`src/shared/ees_pkg.sv`:
```
// Package for the extended event status block: command codes, bit layout,
// reset values and the carrier structs used by ees_top and the verification models.
// Assumes a command decoder upstream that has already parsed messages.
package ees_pkg;
	localparam int EES_W = 8;
	localparam logic [7:0] EES_RST = 8'h00;
	// Defined event bits; bit 1 is unused in both latches
	localparam logic [7:0] EES_EVT_MASK = 8'hFD;
	localparam int EES_BIT_FREQ = 0;
	localparam int EES_BIT_LEVEL = 2;
	localparam int EES_BIT_MEAS = 3;
	localparam int EES_BIT_WAVE = 4;
	localparam int EES_BIT_FILE = 5;
	localparam int EES_BIT_MOPT = 6;
	localparam int EES_BIT_MCHK = 7;
	// Status byte positions of the summaries
	localparam int EES_STB_END = 2;
	localparam int EES_STB_ERR = 3;
	// Standard event operation-complete bit
	localparam int EES_SESR_OPC = 0;
	localparam logic [7:0] EES_OPC_RESP = 8'h01;

	typedef enum logic [3:0] {
		EES_CMD_NONE,
		EES_CMD_CLS,
		EES_CMD_RST,
		EES_CMD_DCL,
		EES_CMD_RD_LATCH_A,
		EES_CMD_RD_LATCH_B,
		EES_CMD_RD_MASK_A,
		EES_CMD_RD_MASK_B,
		EES_CMD_WR_MASK_A,
		EES_CMD_WR_MASK_B,
		EES_CMD_OPC,
		EES_CMD_OPC_Q
	} ees_cmd_t;

	typedef struct packed {
		ees_cmd_t code;
		logic [7:0] data;
	} ees_req_t;

	typedef struct packed {
		logic valid;
		logic [7:0] data;
	} ees_rsp_t;
endpackage : ees_pkg

```
`src/rtl/ees_latch.sv`:
```
// One sticky event latch with its enable mask and summary bit.
// Assumes event pulses last one cycle; clear and load strobes come from top.
module ees_latch
	import ees_pkg::*;
#(
	parameter int W = EES_W
) (
	input wire logic clk,
	input wire logic rst_n,
	input wire logic [W-1:0] evt_pulse,
	input wire logic clr,
	input wire logic mask_ld,
	input wire logic [W-1:0] mask_val,
	output logic [W-1:0] latch_q,
	output logic [W-1:0] mask_q,
	output logic summary
);
	typedef struct packed {
		logic [W-1:0] latch;
		logic [W-1:0] mask;
	} ees_lat_st_t;

	ees_lat_st_t st_ff;
	ees_lat_st_t nxt_st;
	logic [W-1:0] evt_ok;

	always_comb begin
		evt_ok = evt_pulse & EES_EVT_MASK[W-1:0];
		nxt_st = st_ff;
		// Clear first, then events, so a same-cycle event survives
		if (clr) begin
			nxt_st.latch = '0;
		end
		nxt_st.latch = nxt_st.latch | evt_ok;
		if (mask_ld) begin
			nxt_st.mask = mask_val;
		end
	end

	always_ff @(posedge clk or negedge rst_n) begin
		if (!rst_n) begin
			st_ff <= '0;
		end else begin
			st_ff <= nxt_st;
		end
	end

	assign latch_q = st_ff.latch;
	assign mask_q = st_ff.mask;
	assign summary = |(st_ff.latch & st_ff.mask);
endmodule : ees_latch

```
`src/rtl/ees_top.sv`:
```
// Extended event status: failure and completion latches, their masks,
// status byte summary bits and the operation-complete handshake.
// Assumes one decoded command per REQ_VALID pulse from the message parser.
module ees_top
	import ees_pkg::*;
#(
	parameter int W = EES_W
) (
	input wire logic SYS_CLK,
	input wire logic NRST,
	input wire logic REQ_VALID,
	input wire ees_req_t REQ,
	input wire logic [W-1:0] FAIL_EVT,
	input wire logic [W-1:0] DONE_EVT,
	input wire logic [7:0] SRQ_ENABLE,
	output logic REQ_READY,
	output ees_rsp_t RSP,
	output logic [7:0] STB_PART,
	output logic OPC_SET,
	output logic SRQ
);
	typedef struct packed {
		logic ready;
		ees_rsp_t rsp;
		logic [7:0] stb;
		logic opc;
		logic srq;
	} ees_top_st_t;

	ees_top_st_t st_ff;
	ees_top_st_t nxt_st;
	logic take;
	logic clr_fail, clr_done, ld_fail, ld_done;
	logic [W-1:0] fail_q, done_q, fmask_q, dmask_q;
	logic fail_sum, done_sum;

	// One request taken per cycle with READY high
	assign take = REQ_VALID && st_ff.ready;

	always_comb begin
		clr_fail = 1'b0;
		clr_done = 1'b0;
		ld_fail = 1'b0;
		ld_done = 1'b0;
		if (take) begin
			unique case (REQ.code)
				EES_CMD_CLS: begin
					clr_fail = 1'b1;
					clr_done = 1'b1;
				end
				EES_CMD_RD_LATCH_A: clr_fail = 1'b1;
				EES_CMD_RD_LATCH_B: clr_done = 1'b1;
				EES_CMD_WR_MASK_A: ld_fail = 1'b1;
				EES_CMD_WR_MASK_B: ld_done = 1'b1;
				default: begin
					// Reset and device clear leave masks alone
					clr_fail = 1'b0;
				end
			endcase
		end
	end

	ees_latch #(.W(W)) u_fail (
		.clk(SYS_CLK),
		.rst_n(NRST),
		.evt_pulse(FAIL_EVT),
		.clr(clr_fail),
		.mask_ld(ld_fail),
		.mask_val(REQ.data[W-1:0]),
		.latch_q(fail_q),
		.mask_q(fmask_q),
		.summary(fail_sum)
	);

	ees_latch #(.W(W)) u_done (
		.clk(SYS_CLK),
		.rst_n(NRST),
		.evt_pulse(DONE_EVT),
		.clr(clr_done),
		.mask_ld(ld_done),
		.mask_val(REQ.data[W-1:0]),
		.latch_q(done_q),
		.mask_q(dmask_q),
		.summary(done_sum)
	);

	always_comb begin
		nxt_st = st_ff;
		nxt_st.rsp = '0;
		nxt_st.opc = 1'b0;
		// Each request takes two cycles, so the next waits its turn
		nxt_st.ready = !take;
		if (take) begin
			unique case (REQ.code)
				// Latches answer with pre-clear value; writes have no path
				EES_CMD_RD_LATCH_A: nxt_st.rsp = '{1'b1, 8'(fail_q)};
				EES_CMD_RD_LATCH_B: nxt_st.rsp = '{1'b1, 8'(done_q)};
				EES_CMD_RD_MASK_A: nxt_st.rsp = '{1'b1, 8'(fmask_q)};
				EES_CMD_RD_MASK_B: nxt_st.rsp = '{1'b1, 8'(dmask_q)};
				EES_CMD_OPC_Q: nxt_st.rsp = '{1'b1, EES_OPC_RESP};
				EES_CMD_OPC: nxt_st.opc = 1'b1;
				default: nxt_st.rsp = '0;
			endcase
		end
		nxt_st.stb = 8'h00;
		nxt_st.stb[EES_STB_END] = done_sum;
		nxt_st.stb[EES_STB_ERR] = fail_sum;
		nxt_st.srq = |(nxt_st.stb & SRQ_ENABLE);
	end

	always_ff @(posedge SYS_CLK or negedge NRST) begin
		if (!NRST) begin
			st_ff <= '0;
		end else begin
			st_ff <= nxt_st;
		end
	end

	assign REQ_READY = st_ff.ready;
	assign RSP = st_ff.rsp;
	assign STB_PART = st_ff.stb;
	assign OPC_SET = st_ff.opc;
	assign SRQ = st_ff.srq;
endmodule : ees_top

```
`config.mk`:
```
export PLATFORM = sky130hd
export DESIGN_NAME = ees_top
export DESIGN_NICKNAME = d
export VERILOG_FILES = /design/src/shared/ees_pkg.sv /design/src/rtl/ees_latch.sv /design/src/rtl/ees_top.sv
export SDC_FILE = /design/constraint.sdc
export NUM_CORES = 1
export LEC_CHECK = 0
export BUFFER_PORTS_ARGS = -buffer_cell sky130_fd_sc_hd__buf_4
export CORE_UTILIZATION = 45
export CTS_BUF_LIST = sky130_fd_sc_hd__clkbuf_2 sky130_fd_sc_hd__clkbuf_4 sky130_fd_sc_hd__clkbuf_8
export CTS_CLUSTER_SIZE = 25
export DETAILED_ROUTE_END_ITERATION = 10
export HOLD_SLACK_MARGIN = 0.08
export PLACE_DENSITY_LB_ADDON = 0.1
export SLEW_MARGIN = 0
export SYNTH_ARGS = -nofsm -noshare
export SYNTH_HDL_FRONTEND = slang
export SYNTH_HIERARCHICAL = 1
export SYNTH_SLANG_ARGS = --single-unit
```
`constraint.sdc`:
```
create_clock -name SYS_CLK -period 1.49 [get_ports SYS_CLK]
set_clock_uncertainty 0.2 [all_clocks]
set_input_delay 0.0745 -clock SYS_CLK [delete_from_list [all_inputs] [get_ports SYS_CLK]]
set_output_delay 0.0745 -clock SYS_CLK [all_outputs]
set_load 0.02 [all_outputs]
```
==> impl_metrics.csv <==
group,metric,value,unit
global_routing,grt_pass1_wl,8200,um
placement,hpwl,3160,um
global_routing,grt_pass1_vias,1610,
clocking,cts.path.max_buffers,2,
yosys,async_flop_share,100,%
global_routing,grt_overflow_total,0,
detailed_routing,wl_met1,2150,um
clocking,cts.clk_slew.worst_paths,0.08,ns
placement,portBuffers,44,
cells_and_area,drive_above_1_share,40.8,%
cells_and_area,layout_commonest_cell,"buf_4",
timing,fin_tns_setup,-0.00720,ns
timing,slew-limit-headroom,63.0,%
timing,tightest_slew,0.555,ns
cells_and_area,fin_nets,278,
timing,fin_crit,1.50,ns
timing,whs,0.104,ns
cells_and_area,layout_common_cells,"55 x buf_4, 43 x dfrtp_1, 30 x dlygate4sd3_1",
power_and_ir_drop,irDropWorstVdd,619,uV
detailed_routing,vias_per_cell,5.22,
cells_and_area,final_util,65.6,%
power_and_ir_drop,finalPower,2830,uW
power_and_ir_drop,power_switching_share,26.0,%
timing,slew_viol_final,0,
critical_path,end_kind,"flip-flop",
critical_path,cp_max_fo,8,
yosys,netlist_instances,156,
timing,hold_viol,0,
critical_path,worstSetupStartpointType,"flip-flop",
detailed_routing,wl_per_cell,16.3,um
yosys,synth_edf_count,0,
power_and_ir_drop,power_density,991,nW/um2
clocking,htreeDepth,2,
yosys,synthFlopType,"dfrtp_1",
clocking,root_buffer,"clkbuf_8",
global_routing,grtUsageTotal,21.8,%
detailed_routing,drt_first_iter_violations,142,
critical_path,path_class,"flip-flop to flip-flop",
power_and_ir_drop,p_int,2090,uW
power_and_ir_drop,pwr-share-comb,21.5,%
yosys,ys_seq_area_share,53.7,%
detailed_routing,first_pass_iters,4,
placement,post-place-ws,-0.102,ns
cells_and_area,area_growth,39.2,%
floorplanning,dieArea,4830,um2
detailed_routing,wirelength,4770,um
worst_hold_path,min_path_type,"input port to flip-flop",
yosys,synth_area_per_cell,13.1,um2
clocking,cts_tree,"done",
critical_path,crit_required,1.47,ns
run_status,status,"finished with violations",
clocking,cts_buffers,5,
detailed_routing,vias,1525,
timing,rsz0062_at_grt,"yes",
detailed_routing,dr_wl_met2,2330,um
cells_and_area,fillers,336,
floorplanning,die_w,69.5,um
timing,period_share,100,%
timing,setup_ws,-0.00533,ns
floorplanning,core-area,4350,um2
floorplanning,die_y,69.5,um
clocking,clock_latency,0.29,ns
clocking,cts.sinks,44,
critical_path,critPathArrivalTime,1.48,ns
cells_and_area,diodes,0,
yosys,synth_cell_type_count,31,
power_and_ir_drop,power.leakage,0.00125,uW
floorplanning,start_util,47.1,%
floorplanning,ioPinCount,59,
power_and_ir_drop,p_seq_share,50.3,%
yosys,ys_warn_count,6,
yosys,ys_ff_latch,44,
detailed_routing,drc,0,
power_and_ir_drop,clkPwrFrac,28.2,%
detailed_routing,antenna_left,0,
detailed_routing,route.met3.wl,230,um
job,cap_viol_max_count,0,
global_routing,antenna_found_initial,0,
timing,clock.fmax,669,MHz
timing,finalSetupViolations,3,
detailed_routing,routed.top_layer,"met4",
global_routing,grt_start_max_net_pins,45,
yosys,syn_area,2050,um2
placement,gp_congestion,0.838,
floorplanning,rows,24,
run_status,violations,"negative setup slack",
power_and_ir_drop,p_sw,734,uW
[cell type report]
cell class	instances	area, um2	share of cell area, %
inverters	3	11.3	0.394
multi-input cells	98	843	29.5
repair buffers	87	736	25.8
well taps	52	65.1	2.28
clock inverters	1	7.51	0.263
flip-flops and latches	44	1100	38.6
clock buffers	7	90.1	3.16
[metrics by stage]
step                instances  cell area (um2)
floorplan                 161             2080
CTS                       290             2830
global route              292             2860
global placement          250             2400
finish                    292             2860
detailed placement        250             2400
[logic make-up (layout without fill, tap and decap cells)]
family                 after synthesis  in the layout  share of synthesized area [%]
AO/OA/AOI/OAI                       38             38                           13.4
XOR/XNOR                             1              1                          0.427
buffers and inverters               19             98                           7.50
flip-flops                          44             44                           53.7
multiplexers                        24             24                           16.0
other                                3              8                          0.549
AND/OR/NAND/NOR                     27             27                           8.42
[final timing paths]
| kind | endpoint | depth (start not counted) | slack, ns | startpoint |
|---|---|---|---|---|
| worst min-delay path | RSP[4] | 4 | 0.10 | REQ[8] |
| worst max register to register | u_fail/mask_q[2] | 4 | -0.005 | REQ_READY |
| worst max-delay path | u_fail/mask_q[2] | 4 | -0.005 | REQ_READY |
| min in group asynchronous | OPC_SET | 2 | 0.11 | NRST |
| max in group asynchronous | REQ_READY | 2 | 0.59 | NRST |
| worst min register to register | u_done/latch_q[4] | 1 | 0.31 | u_done/latch_q[4] |
[timing repair]
item                                    4_1_cts  5_1_grt
buffers inserted                              2        2
endpoints found under the setup margin        9       26
resized for setup                             2        4
hold buffers                                 30        0
endpoints found under the hold margin        78        0
pin swaps                                     5        4
[worst max-delay path: stages (launching register included)]
cell	delay (ns)
dfrtp_2	0.39
nand2_2	0.10
nor4_4	0.17
buf_6	0.21
mux2_4	0.31
[state kept, by name, indices dropped and copies added, names as in the netlist]
| signal | cells |
|---|---|
| OPC_SET | 1 |
| REQ_READY | 1 |
| RSP | 9 |
| SRQ | 1 |
| STB_PART | 2 |
| u_done/latch_q | 7 |
| u_done/mask_q | 8 |
| u_fail/latch_q | 7 |
| u_fail/mask_q | 8 |
[power by group through the flow]
stage	Sequential, uW	Clock (uW)	Combinational [uW]
after floorplan	1440	0	330
after global placement	1440	0	498
after detailed placement	1440	0	509
after CTS	1420	819	596
after global routing	1440	872	655
final	1420	798	607
[cell usage after synthesis (2+ instances only)]
cell type,number,area [um2]
mux2_4,16,240
conb_1,3,11.3
a222oi_1,2,20.0
dfrtp_1,44,1100
a21o_1,15,113
nand4b_1,2,17.5
inv_1,3,11.3
nand2_1,9,33.8
nand3b_1,2,15.0
nor4_1,2,12.5
a22oi_1,11,82.6
nand3_1,3,15.0
nor2_1,2,7.51
buf_6,5,56.3
a21oi_1,7,35.0
buf_4,9,67.6
mux2_2,7,78.8
[per-layer routing]
metal	vias to the layer above	track usage [%]
li1	714	-
met1	758	29.7
met2	46	35.7
met3	7	5.09
met4	0	4.54
met5	-	0
Power figures use the tool's default switching activity.
